File: src/hw/desync_pkg.sv
// Functional notes
// [RULE1] first burst: seven pulses, one gap
// [RULE2] pulse period one STS-1 clock
// [RULE3] second burst: five pulses, one gap
// [RULE4] major A: 63 sevens, 36 fives
// [RULE5] third burst: six pulses, no gap
// [RULE6] major B: 63 sevens, 35 fives, one six
// [RULE7] super pattern: A, A, B, repeat
// [RULE8] 1864 pulses per 2160 periods
// [RULE9] channel takes pattern, emits smoothed DS3
// [RULE10] tolerate 59 missing pulses in a row
// [RULE11] fast relock disable only by register
// [RULE12] control bits: relock, clear, bandwidth, path
// [RULE13] fast relock reacquires well within 50 ms
// [RULE14] mapper pre-processes clock into super pattern
// [RULE15] data sampled on gapped clock rising edge
// [RULE16] bw hi 0, lo 1 selects narrow
// [RULE17] gap holds clock idle, data steady
`default_nettype none
package desync_pkg;
   localparam logic [7:0] CTRL_OFFSET      = 8'h17;
   localparam logic [7:0] CTRL_RESET       = 8'h01;
   localparam logic [7:0] CTRL_RW_MASK     = 8'h1F;
   localparam int         BIT_BW_LO        = 0;
   localparam int         BIT_IN_TX_PATH   = 1;
   localparam int         BIT_BW_HI        = 2;
   localparam int         BIT_BUF_CLEAR    = 3;
   localparam int         BIT_RELOCK_DIS   = 4;
   localparam logic [7:0] STATUS_OFFSET    = 8'h18;
   localparam logic [7:0] COUNT_OFFSET     = 8'h19;
   localparam int         SEVEN_PULSES     = 7;
   localparam int         FIVE_PULSES      = 5;
   localparam int         SIX_PULSES       = 6;
   localparam int         SEVEN_REPEATS    = 63;
   localparam int         FIVE_REPEATS_A   = 36;
   localparam int         FIVE_REPEATS_B   = 35;
   localparam int         MAJOR_A_COUNT    = 2;
   localparam int         SUPER_PULSES     = 1864;
   localparam int         SUPER_PERIODS    = 2160;
   localparam int         MAX_GAP_BITS     = 59;
   localparam int         CLK_MHZ          = 100;
   localparam int         DS3_KHZ          = 44736;
   localparam int         RELOCK_MS        = 50;
   // fast relock window: a tenth of the 50 ms limit
   localparam int         RELOCK_FAST_CYC  = RELOCK_MS * CLK_MHZ * 100;
   localparam int         RELOCK_SLOW_CYC  = RELOCK_MS * CLK_MHZ * 1000 * 4;
   localparam logic [1:0] BW_NARROW        = 2'b01;
endpackage
`default_nettype wire

File: src/hw/desync_link_if.sv
`default_nettype none
interface desync_link_if;
   logic tx_gapped_clock_in;
   logic tx_positive_data_in;
   modport mapper (output tx_gapped_clock_in, output tx_positive_data_in);
   modport channel (input tx_gapped_clock_in, input tx_positive_data_in);
endinterface
`default_nettype wire

File: src/hw/desync_channel.sv
// Added by the designer: the address-and-strobe port.
`default_nettype none
module desync_channel
   import desync_pkg::*;
#(
   parameter int ACC_W       = 16,
   parameter int RELOCK_FAST = RELOCK_FAST_CYC,
   parameter int RELOCK_SLOW = RELOCK_SLOW_CYC
) (
   input  wire logic  core_clk_i,
   input  wire logic  srst_i,
   input  wire logic  host_mode_i,
   input  wire logic  protect_switch_i,
   input  wire logic [7:0] addr_i,
   input  wire logic [7:0] wdata_i,
   input  wire logic  wr_i,
   input  wire logic  rd_i,
   output logic [7:0] rdata_o,
   output logic       ds3_data_o,
   output logic       ds3_strobe_o,
   output logic       locked_o,
   desync_link_if.channel link
);
   logic [7:0]       ctrl, next_ctrl;
   logic [2:0]       clk_sync, next_clk_sync;
   logic [1:0]       dat_sync, next_dat_sync;
   logic             bit_q, next_bit_q;
   logic             bit_v, next_bit_v;
   logic [ACC_W-1:0] fill, next_fill;
   logic [15:0]      phase_acc, next_phase_acc;
   logic             out_d, next_out_d;
   logic             out_s, next_out_s;
   logic [7:0]       gap_run, next_gap_run;
   logic [7:0]       pulse_cnt, next_pulse_cnt;
   logic [31:0]      relock, next_relock;
   logic [7:0]       rdata, next_rdata;
   // bit store deep enough for long gaps followed by bursts
   localparam int    BUF_W = 7;
   localparam int    DEPTH = 2 ** BUF_W;
   logic [DEPTH-1:0] bit_store, next_bit_store;
   logic [BUF_W-1:0] wr_ptr, next_wr_ptr;
   logic [BUF_W-1:0] rd_ptr, next_rd_ptr;
   logic             fast_on;
   logic             rise;
   logic             emit;
   logic             narrow;

   always_comb begin
      next_ctrl      = ctrl;
      next_clk_sync  = {clk_sync[1:0], link.tx_gapped_clock_in};
      next_dat_sync  = {dat_sync[0], link.tx_positive_data_in};
      // edge seen only between second and third stage
      rise           = clk_sync[1] && !clk_sync[2];
      next_bit_q     = bit_q;
      next_bit_v     = 1'b0;
      // [RULE11] pins keep fast relock on
      fast_on        = !(host_mode_i && ctrl[BIT_RELOCK_DIS]);
      // [RULE16] narrow bandwidth setting
      narrow         = {ctrl[BIT_BW_HI], ctrl[BIT_BW_LO]} == BW_NARROW;
      next_fill      = fill;
      next_bit_store = bit_store;
      next_wr_ptr    = wr_ptr;
      next_rd_ptr    = rd_ptr;
      // product exceeds 31 bits, so work it out wide
      next_phase_acc = phase_acc + 16'((longint'(DS3_KHZ) * 65536) / (CLK_MHZ * 1000));
      emit           = phase_acc > next_phase_acc;
      next_out_d     = out_d;
      next_out_s     = 1'b0;
      next_gap_run   = gap_run;
      next_pulse_cnt = pulse_cnt;
      next_relock    = relock;
      next_rdata     = 8'h00;
      // [RULE12] write masks read-only top bits
      if (wr_i && addr_i == CTRL_OFFSET) begin
         next_ctrl = wdata_i & CTRL_RW_MASK;
      end
      // [RULE15] sample data on rising edge
      if (rise) begin
         next_bit_q     = dat_sync[1];
         next_bit_v     = 1'b1;
         next_gap_run   = 8'h00;
         next_pulse_cnt = pulse_cnt + 8'h01;
      end else if (gap_run != 8'hFF) begin
         next_gap_run = gap_run + 8'h01;
      end
      // [RULE9] [RULE10] elastic fill absorbs long gaps
      if (bit_v) begin
         next_bit_store[wr_ptr] = bit_q;
         next_wr_ptr            = wr_ptr + BUF_W'(1);
      end
      if (emit && fill != '0) begin
         next_rd_ptr = rd_ptr + BUF_W'(1);
      end
      if (bit_v && !(emit && fill != '0)) begin
         next_fill = fill + ACC_W'(1);
      end else if (!bit_v && emit && fill != '0) begin
         next_fill = fill - ACC_W'(1);
      end
      if (emit && fill != '0 && ctrl[BIT_IN_TX_PATH]) begin
         next_out_d = bit_store[rd_ptr];
         next_out_s = 1'b1;
      end else if (bit_v && !ctrl[BIT_IN_TX_PATH]) begin
         next_out_d = bit_q;
         next_out_s = 1'b1;
      end
      // [RULE13] reacquire bound by fast mode
      if (protect_switch_i) begin
         next_relock = fast_on ? 32'(RELOCK_FAST) : 32'(RELOCK_SLOW);
      end else if (relock != 32'h0) begin
         next_relock = relock - 32'h1;
      end
      if (ctrl[BIT_BUF_CLEAR] || (narrow && protect_switch_i && fast_on)) begin
         next_fill   = '0;
         next_rd_ptr = next_wr_ptr;
      end
      if (rd_i) begin
         unique case (addr_i)
            CTRL_OFFSET:   next_rdata = ctrl;
            STATUS_OFFSET: next_rdata = {5'h00, fast_on, narrow, relock == 32'h0};
            COUNT_OFFSET:  next_rdata = pulse_cnt;
            default:       next_rdata = 8'h00;
         endcase
      end
   end

   always_ff @(posedge core_clk_i) begin
      if (srst_i) begin
         ctrl      <= CTRL_RESET;
         clk_sync  <= 3'h0;
         dat_sync  <= 2'h0;
         bit_q     <= 1'b0;
         bit_v     <= 1'b0;
         fill      <= '0;
         bit_store <= '0;
         wr_ptr    <= '0;
         rd_ptr    <= '0;
         phase_acc <= 16'h0000;
         out_d     <= 1'b0;
         out_s     <= 1'b0;
         gap_run   <= 8'h00;
         pulse_cnt <= 8'h00;
         relock    <= 32'h0;
         rdata     <= 8'h00;
      end else begin
         ctrl      <= next_ctrl;
         clk_sync  <= next_clk_sync;
         dat_sync  <= next_dat_sync;
         bit_q     <= next_bit_q;
         bit_v     <= next_bit_v;
         fill      <= next_fill;
         bit_store <= next_bit_store;
         wr_ptr    <= next_wr_ptr;
         rd_ptr    <= next_rd_ptr;
         phase_acc <= next_phase_acc;
         out_d     <= next_out_d;
         out_s     <= next_out_s;
         gap_run   <= next_gap_run;
         pulse_cnt <= next_pulse_cnt;
         relock    <= next_relock;
         rdata     <= next_rdata;
      end
   end

   assign rdata_o      = rdata;
   assign ds3_data_o   = out_d;
   assign ds3_strobe_o = out_s;
   assign locked_o     = relock == 32'h0;
endmodule
`default_nettype wire

File: src/flat_wrapper.sv
// flat-port wrapper written by rule: the top's interface ports become plain ports
module desync_channel_flat import desync_pkg::*;
#(
   parameter int ACC_W       = 16,
   parameter int RELOCK_FAST = RELOCK_FAST_CYC,
   parameter int RELOCK_SLOW = RELOCK_SLOW_CYC
)
  (core_clk_i, srst_i, host_mode_i, protect_switch_i, addr_i, wdata_i, wr_i, rd_i, rdata_o, ds3_data_o, ds3_strobe_o, locked_o, link_tx_gapped_clock_in, link_tx_positive_data_in);
  desync_link_if link_i ();
  input  wire logic core_clk_i;
  input  wire logic srst_i;
  input  wire logic host_mode_i;
  input  wire logic protect_switch_i;
  input  wire logic [7:0] addr_i;
  input  wire logic [7:0] wdata_i;
  input  wire logic wr_i;
  input  wire logic rd_i;
  output logic [7:0] rdata_o;
  output logic ds3_data_o;
  output logic ds3_strobe_o;
  output logic locked_o;
  input wire logic [$bits(link_i.tx_gapped_clock_in)-1:0] link_tx_gapped_clock_in;
  input wire logic [$bits(link_i.tx_positive_data_in)-1:0] link_tx_positive_data_in;
  assign link_i.tx_gapped_clock_in = link_tx_gapped_clock_in;
  assign link_i.tx_positive_data_in = link_tx_positive_data_in;
  desync_channel #(.ACC_W(ACC_W), .RELOCK_FAST(RELOCK_FAST), .RELOCK_SLOW(RELOCK_SLOW)) u_core (.core_clk_i(core_clk_i), .srst_i(srst_i), .host_mode_i(host_mode_i), .protect_switch_i(protect_switch_i), .addr_i(addr_i), .wdata_i(wdata_i), .wr_i(wr_i), .rd_i(rd_i), .rdata_o(rdata_o), .ds3_data_o(ds3_data_o), .ds3_strobe_o(ds3_strobe_o), .locked_o(locked_o), .link(link_i));
endmodule
File: config.mk
export PLATFORM = sky130hd
export DESIGN_NAME = desync_channel_flat
export DESIGN_NICKNAME = d
export VERILOG_FILES = /design/src/hw/desync_pkg.sv /design/src/hw/desync_link_if.sv /design/src/hw/desync_channel.sv /design/src/flat_wrapper.sv
export SDC_FILE = /design/constraint.sdc
export NUM_CORES = 1
export LEC_CHECK = 0
export BUFFER_PORTS_ARGS = -buffer_cell sky130_fd_sc_hd__buf_2
export CAP_MARGIN = 20
export CORE_UTILIZATION = 40
export CTS_BUF_LIST = sky130_fd_sc_hd__clkbuf_16
export CTS_CLUSTER_SIZE = 8
export DETAILED_ROUTE_END_ITERATION = 6
export GPL_ROUTABILITY_DRIVEN = 0
export GPL_TIMING_DRIVEN = 0
export SLEW_MARGIN = 15
export SYNTH_ARGS = -nofsm -noshare
export SYNTH_HDL_FRONTEND = slang
export SYNTH_SLANG_ARGS = --single-unit
File: constraint.sdc
create_clock -name core_clk_i -period 7.25 [get_ports core_clk_i]
set_input_delay 1.8125 -clock core_clk_i [delete_from_list [all_inputs] [get_ports core_clk_i]]
set_output_delay 1.8125 -clock core_clk_i [all_outputs]
set_load 0.05 [all_outputs]
==> results.py, run 1 <==
metrics = {
    "clocking": {
        "cts_resized": 0,
        "tritoncts": "built",
        "clk_latency_ns": 0.51,
        "numCtsBuffers": 35,
        "cts.clk_slew.worst_paths_ns": 0.05,
        "postCtsHoldBufs": 0,
        "cts_setup_buffers": 0,
        "clk_path_buf_depth": 3,
        "htree_levels": 2,
        "clock-sinks": 235,
        "root_buffer": "clkbuf_16",
    },
    "setup_path": {
        "cp-start-kind": "flip-flop",
        "crit_type": "flip-flop to flip-flop",
        "worstPathMaxFanout": 15,
        "cp.required_ns": 7.68,
        "crit_arrival_ns": 5.61,
        "critPathCaptureType": "flip-flop",
    },
    "place": {
        "placedCellCount": 1735,
        "portBuffers": 29,
        "place_area_mm2": 0.0120,
        "dp_hpwl_um": 22900,
    },
    "sta": {
        "tns_ns": 0,
        "rsz0062_at_grt": "no",
        "setup_viol_count_final": 0,
        "report.final.slew_viol_count": 0,
        "min_period_ns": 5.18,
        "finClkSkew_ns": 0.0101,
        "timing.max_slew.rel_slack": 0.197,
        "post-route-period-util": 0.714,
        "fmax_mhz": 193,
        "worst_pin_slew_ns": 1.19,
        "finalHoldViolations": 0,
    },
    "grt": {
        "grt_max_degree": 16,
        "antenna_found_initial": 0,
        "track_usage": 0.237,
        "grt_overflow": 0,
        "grt_first_pass_wirelength_um": 53700,
        "grt_pass1_vias": 9806,
    },
    "floorplan": {
        "die_area_mm2": 0.0292,
        "die_w_um": 171,
        "ioPinCount": 35,
        "start_util": 0.408,
        "core_mm2": 0.0279,
        "die-height_um": 171,
        "core.rowCount": 61,
    },
    "routing": {
        "firstDrtPassIters": 5,
        "num_vias": 10200,
        "drc": 0,
        "wl_um": 33700,
        "drtIter0Drc": 874,
        "wl_per_cell_um": 19.0,
        "via_per_inst": 5.74,
        "postRouteAntennaNets": 0,
    },
    "logic_synthesis": {
        "ys_types": 66,
        "synth_edf_count": 0,
        "yosysWarnings": 0,
        "seq_area_frac_synth": 0.412,
        "synth.cell_area_mm2": 0.0114,
        "synthesis.instances": 1327,
        "synth_ff_type": "dfxtp_1",
        "synth_nets": 1377,
        "syn_avg_cell_area_um2": 8.60,
        "ys_async_sr_fraction": 0,
        "ys_ff_latch": 235,
    },
    "power_and_ir_drop": {
        "total_power_uw": 4070,
        "ir_drop_v": 0.000164,
        "p_leak_uw": 0.00442,
        "p_per_area_mw_per_mm2": 313,
    },
    "worst_hold_path": {
        "hold_class": "flip-flop to flip-flop",
    },
    "finish": {
        "drive_above_1_share": 0.0959,
        "final_cell_area_mm2": 0.0130,
        "final_nets": 1445,
        "diodes": 0,
        "instances_no_fill": 1776,
        "area_growth_pct": 13.8,
        "n_fill_cell": 2773,
        "finalCoreUtilization": 0.465,
    },
    "run_status": {
        "run_status": "completed",
    },
    "flow_run": {
        "max_cap_viol_count": 0,
    },
}
==> cells in the mapped netlist, drive strengths merged, types with 25 or more instances <==
cell type / number / share of area
dfxtp: 235 / 0.41
a21oi: 163 / 0.072
nand3: 148 / 0.065
o21ai: 133 / 0.058
nor2: 105 / 0.035
nand2: 75 / 0.025
clkbuf: 74 / 0.024
nor2b: 35 / 0.019
mux4: 33 / 0.065
xor2: 32 / 0.025
xnor2: 29 / 0.022
nor3: 27 / 0.012
ha: 25 / 0.027
==> critical path: stages, from the launching register on <==
cell and delay [ns]:
dfxtp_1 0.30, o21a_1 0.19, and3_1 0.20, a21o_1 0.19, nand2_1 0.06, nand2_1 0.06
nand3_1 0.10, nor3b_1 0.21, ha_1 0.19, a21oi_1 0.04, nor3_1 0.30, buf_2 0.31
nand2b_1 0.58, inv_1 0.13, fa_1 0.44, nor2b_1 0.17, o31ai_1 0.13, a2111oi_0 0.68
o31a_1 0.25, nor3_1 0.05, or3b_1 0.34, a21oi_1 0.14
==> final timing paths <==
check / start / to / slack (ns) / cells past startpoint
worst max-delay path: u_core.phase_acc[2]$_SDFF_PP0_ / u_core.fill[14]$_SDFFE_PP0P_ / 2.07 / 21
worst min-delay path: u_core.clk_sync[2]$_SDFF_PP0_ / u_core.bit_v$_SDFF_PP0_ / 0.43 / 1
worst max register to register: u_core.phase_acc[2]$_SDFF_PP0_ / u_core.fill[14]$_SDFFE_PP0P_ / 2.07 / 21
worst min register to register: u_core.clk_sync[2]$_SDFF_PP0_ / u_core.bit_v$_SDFF_PP0_ / 0.43 / 1
==> power breakdown <==
part | leakage, uW | internal [uW] | switching [uW] | total (uW)
clock | 0.000464 | 889 | 571 | 1460
sequential | 0.00190 | 1360 | 59.7 | 1420
combinational | 0.00205 | 538 | 648 | 1190
total | 0.00442 | 2790 | 1280 | 4070
==> cell type report <==
class / count / area (um^2) / area share
plain buffers: 91 / 372 / 0.0286
clock buffers: 35 / 876 / 0.0675
repair buffers: 31 / 155 / 0.0119
clock inverters: 5 / 60.1 / 0.00463
multi-input cells: 983 / 6280 / 0.483
inverters: 18 / 67.6 / 0.00520
flip-flops and latches: 235 / 4700 / 0.362
well taps: 378 / 473 / 0.0364
==> per-layer routing <==
metal / vias to the layer above / part of all wire / GRT usage
met4: 0 / 0.035 / 0.102
met5: - / 0 / 0
met3: 88 / 0.068 / 0.0421
li1: 4910 / - / -
met2: 329 / 0.45 / 0.375
met1: 4865 / 0.45 / 0.317
==> flip-flops by register name (all words and copies together), names as in the netlist, 2 cells and up <==
register and cells:
u_core.bit_store 128, u_core.relock 32, u_core.fill 16, u_core.phase_acc 15, u_core.pulse_cnt 8, u_core.rdata_o 8, u_core.rd_ptr 7, u_core.wr_ptr 7
u_core.ctrl 5, u_core.clk_sync 3, u_core.dat_sync 2
==> cell families (layout without fill, tap and decap cells) <==
logic type | count (synthesis) | in the layout | synth area share
xor+xnor | 61 | 61 | 0.0468
flops | 235 | 235 | 0.412
mux | 50 | 50 | 0.0802
compound gates | 367 | 367 | 0.178
buf+inv | 109 | 180 | 0.0385
simple gates | 479 | 479 | 0.214
fa+ha+maj | 26 | 26 | 0.0292
==> per-stage QoR <==
step	hold WS, ns	setup WS (ns)
global placement	0.406	2.07
floorplan	0.392	2.96
finish	0.431	2.07
CTS	0.429	2.01
detailed placement	0.408	2.05
global route	0.474	1.57
==> cells in the final DEF (no fill, tap or decap), types with 33 or more instances in the layout <==
cell,n
nand3_1,148
o21ai_0,133
nor2b_1,35
mux4_2,33
buf_2,39
nand2_1,74
clkbuf_1,74
nor2_1,105
dfxtp_1,235
a21oi_1,163
clkbuf_16,35
No activity file was read; power rests on OpenSTA's default activity.
==> run 2: changes to the inputs <==
ABC_AREA = 1   (was unset)
clock period = 4.8 ns   (was 7.25 ns; I/O delays follow)
==> run 2 against run 1 <==
First-iteration DRC count increased by 47%. Register-to-register slack got worse by 1.3 ns. Flip-flop and latch count unchanged. Hold slack got worse by 0.024 ns. Routed wire length increased by 17%. Fmax increased by 30%.
==> results.py, run 2 <==
metrics = {
    "run_status": {
        "run_status": "completed",
    },
    "finish": {
        "diodes": 0,
        "final_nets": 1754,
        "final_common_cell": "nand2_1",
        "largest_register_ffs": 128,
        "drive_above_1_share": 0.0861,
        "area_growth_pct": 13.4,
        "layout_common_cells": "nand2_1, dfxtp_1, a21oi_1",
        "top_regs": "u_core.bit_store (128), u_core.relock (32), u_core.fill (16)",
        "largest_register": "u_core.bit_store",
    },
    "sta": {
        "worst_pin_slew_ns": 0.974,
        "min_period_ns": 3.99,
        "tns_ns": 0,
        "post-route-period-util": 0.831,
        "report.final.slew_viol_count": 0,
        "rsz0062_at_grt": "no",
        "finClkSkew_ns": 0.0149,
        "timing.max_slew.rel_slack": 0.351,
        "setup_viol_count_final": 0,
        "fin_ws_ns": 0.810,
        "fmax_mhz": 251,
        "finalHoldViolations": 0,
    },
    "setup_path": {
        "crit_type": "flip-flop to flip-flop",
        "cp.required_ns": 5.19,
        "r2r_slack_ns": 0.81,
        "crit_arrival_ns": 4.38,
        "worstPathMaxFanout": 17,
        "critPathMaxStageDelay_ns": 0.45,
        "cpMaxStageDelayCell": "o21ai_0",
        "path_common_cell": "nand2_1",
        "cp-start-kind": "flip-flop",
        "critPathCaptureType": "flip-flop",
    },
    "routing": {
        "wl_um": 39400,
        "drc": 0,
        "firstDrtPassIters": 5,
        "num_vias": 11800,
        "wl_per_cell_um": 18.8,
        "via_per_inst": 5.63,
        "drtIter0Drc": 1281,
        "postRouteAntennaNets": 0,
    },
    "clocking": {
        "tritoncts": "built",
        "clock-sinks": 235,
        "clk_path_buf_depth": 3,
        "cts.clk_slew.worst_paths_ns": 0.05,
        "numCtsBuffers": 35,
        "htree_levels": 2,
        "root_buffer": "clkbuf_16",
        "clk_latency_ns": 0.52,
        "cts_setup_buffers": 0,
        "postCtsHoldBufs": 0,
        "cts_resized": 0,
    },
    "grt": {
        "grt_pass1_vias": 11100,
        "antenna_found_initial": 0,
        "grt_first_pass_wirelength_um": 61600,
        "track_usage": 0.258,
        "grt_max_degree": 18,
        "grt_overflow": 0,
    },
    "logic_synthesis": {
        "netlist.area_leader.share": 0.396,
        "post-synth-top-count-cell": "nand2_1",
        "seq_area_frac_synth": 0.396,
        "ys_types": 47,
        "synth_edf_count": 0,
        "syn_avg_cell_area_um2": 7.25,
        "synth_common_cells": "nand2_1, dfxtp_1, a21oi_1, inv_1, nor2_1",
        "synth.top_cells.by_area": "dfxtp_1, nand2_1, a311oi_1",
        "synth.cell_area_mm2": 0.0119,
        "yosysWarnings": 0,
        "ys_ff_latch": 235,
        "synth_nets": 1687,
        "synthesis.instances": 1637,
        "ys_async_sr_fraction": 0,
        "synth_ff_type": "dfxtp_1",
        "synth_top_area_cell": "dfxtp_1",
    },
    "place": {
        "place_ws_ns": 0.824,
        "dp_hpwl_um": 26300,
        "portBuffers": 30,
    },
    "floorplan": {
        "core.rowCount": 62,
        "die_w_um": 174,
        "die_area_mm2": 0.0304,
        "ioPinCount": 35,
        "start_util": 0.410,
        "core_mm2": 0.0289,
        "die-height_um": 174,
    },
    "power_and_ir_drop": {
        "p_per_area_mw_per_mm2": 396,
        "ir_drop_v": 0.000210,
        "p_leak_uw": 0.00533,
    },
    "flow_run": {
        "max_cap_viol_count": 0,
    },
    "worst_hold_path": {
        "hold_class": "flip-flop to flip-flop",
    },
}
## run 2: changes by cell type after synthesis, moves of 18 or more
cell      before  now
buf_2          8   32
o21ai_0      133   67
nand3_1      148  121
xnor2_1       29    8
nor2_1       105  148
a21oi_1      163  193
a311oi_1       1  112
nand2_1       74  264
inv_1         18  185
mux4_2        33    0
o211ai_1       3   21
nor2b_1       35    0
## run 2: cell families (layout without fill, tap and decap cells)
family          after synthesis  after routing  share of synthesized area
compound gates              430            430                      0.229
xor+xnor                     29             29                     0.0214
fa+ha+maj                    26             26                     0.0280
buf+inv                     299            369                     0.0989
flops                       235            235                      0.396
simple gates                618            618                      0.226
## run 2: worst paths after layout
kind / start / endpoint / depth (start not counted)
worst min register to register: u_core.clk_sync[0]$_SDFF_PP0_ / u_core.clk_sync[1]$_SDFF_PP0_ / 2
worst max-delay path: u_core.phase_acc[1]$_SDFF_PP0_ / u_core.fill[15]$_SDFFE_PP0P_ / 28
worst max register to register: u_core.phase_acc[1]$_SDFF_PP0_ / u_core.fill[15]$_SDFFE_PP0P_ / 28
worst min-delay path: u_core.clk_sync[0]$_SDFF_PP0_ / u_core.clk_sync[1]$_SDFF_PP0_ / 2
## run 2: layer usage
metal	global-route usage	vias up	wire, um
met5	0	-	0
met3	0.0497	115	3160
met2	0.409	466	17500
met4	0.102	0	1420
met1	0.343	5443	17300
li1	-	5742	-
## run 2: final cells by class
cell class	count	area, um^2
repair buffers	30	150
clock inverters	4	58.8
multi-input cells	1103	6000
inverters	195	732
plain buffers	104	443
clock buffers	36	901
fillers	2949	15500
flip-flops and latches	235	4700
well taps	384	480
## run 2: report_power, final
| group | switching (uW) | internal, uW |
|---|---|---|
| registers | 52.6 | 2010 |
| clock network | 873 | 1370 |
| logic | 682 | 331 |
| total | 1610 | 3720 |
## run 2: worst max-delay path, delay by kind of cell, from the launching register on
| kind | cells | cell delay, ns |
|---|---|---|
| and+or+nand+nor | 16 | 1.47 |
| AOI/OAI and AO/OA | 5 | 1.19 |
| DFF | 1 | 0.32 |
| buffers and inverters | 5 | 0.31 |
| adders and majority gates | 2 | 0.60 |
## run 2: metrics by stage
stage | std cells | instance area (um^2) | utilization | hold slack [ns] | total power, uW
floorplan | 1637 | 11900 | - | 0.388 | 2820
global placement | 2051 | 12500 | 0.432 | 0.402 | 3090
detailed placement | 2051 | 12500 | 0.432 | 0.403 | 3100
CTS | 2091 | 13500 | 0.465 | 0.412 | 5330
global route | 2091 | 13500 | 0.465 | 0.424 | 5530
finish | 2091 | 13500 | 0.465 | 0.407 | 5330
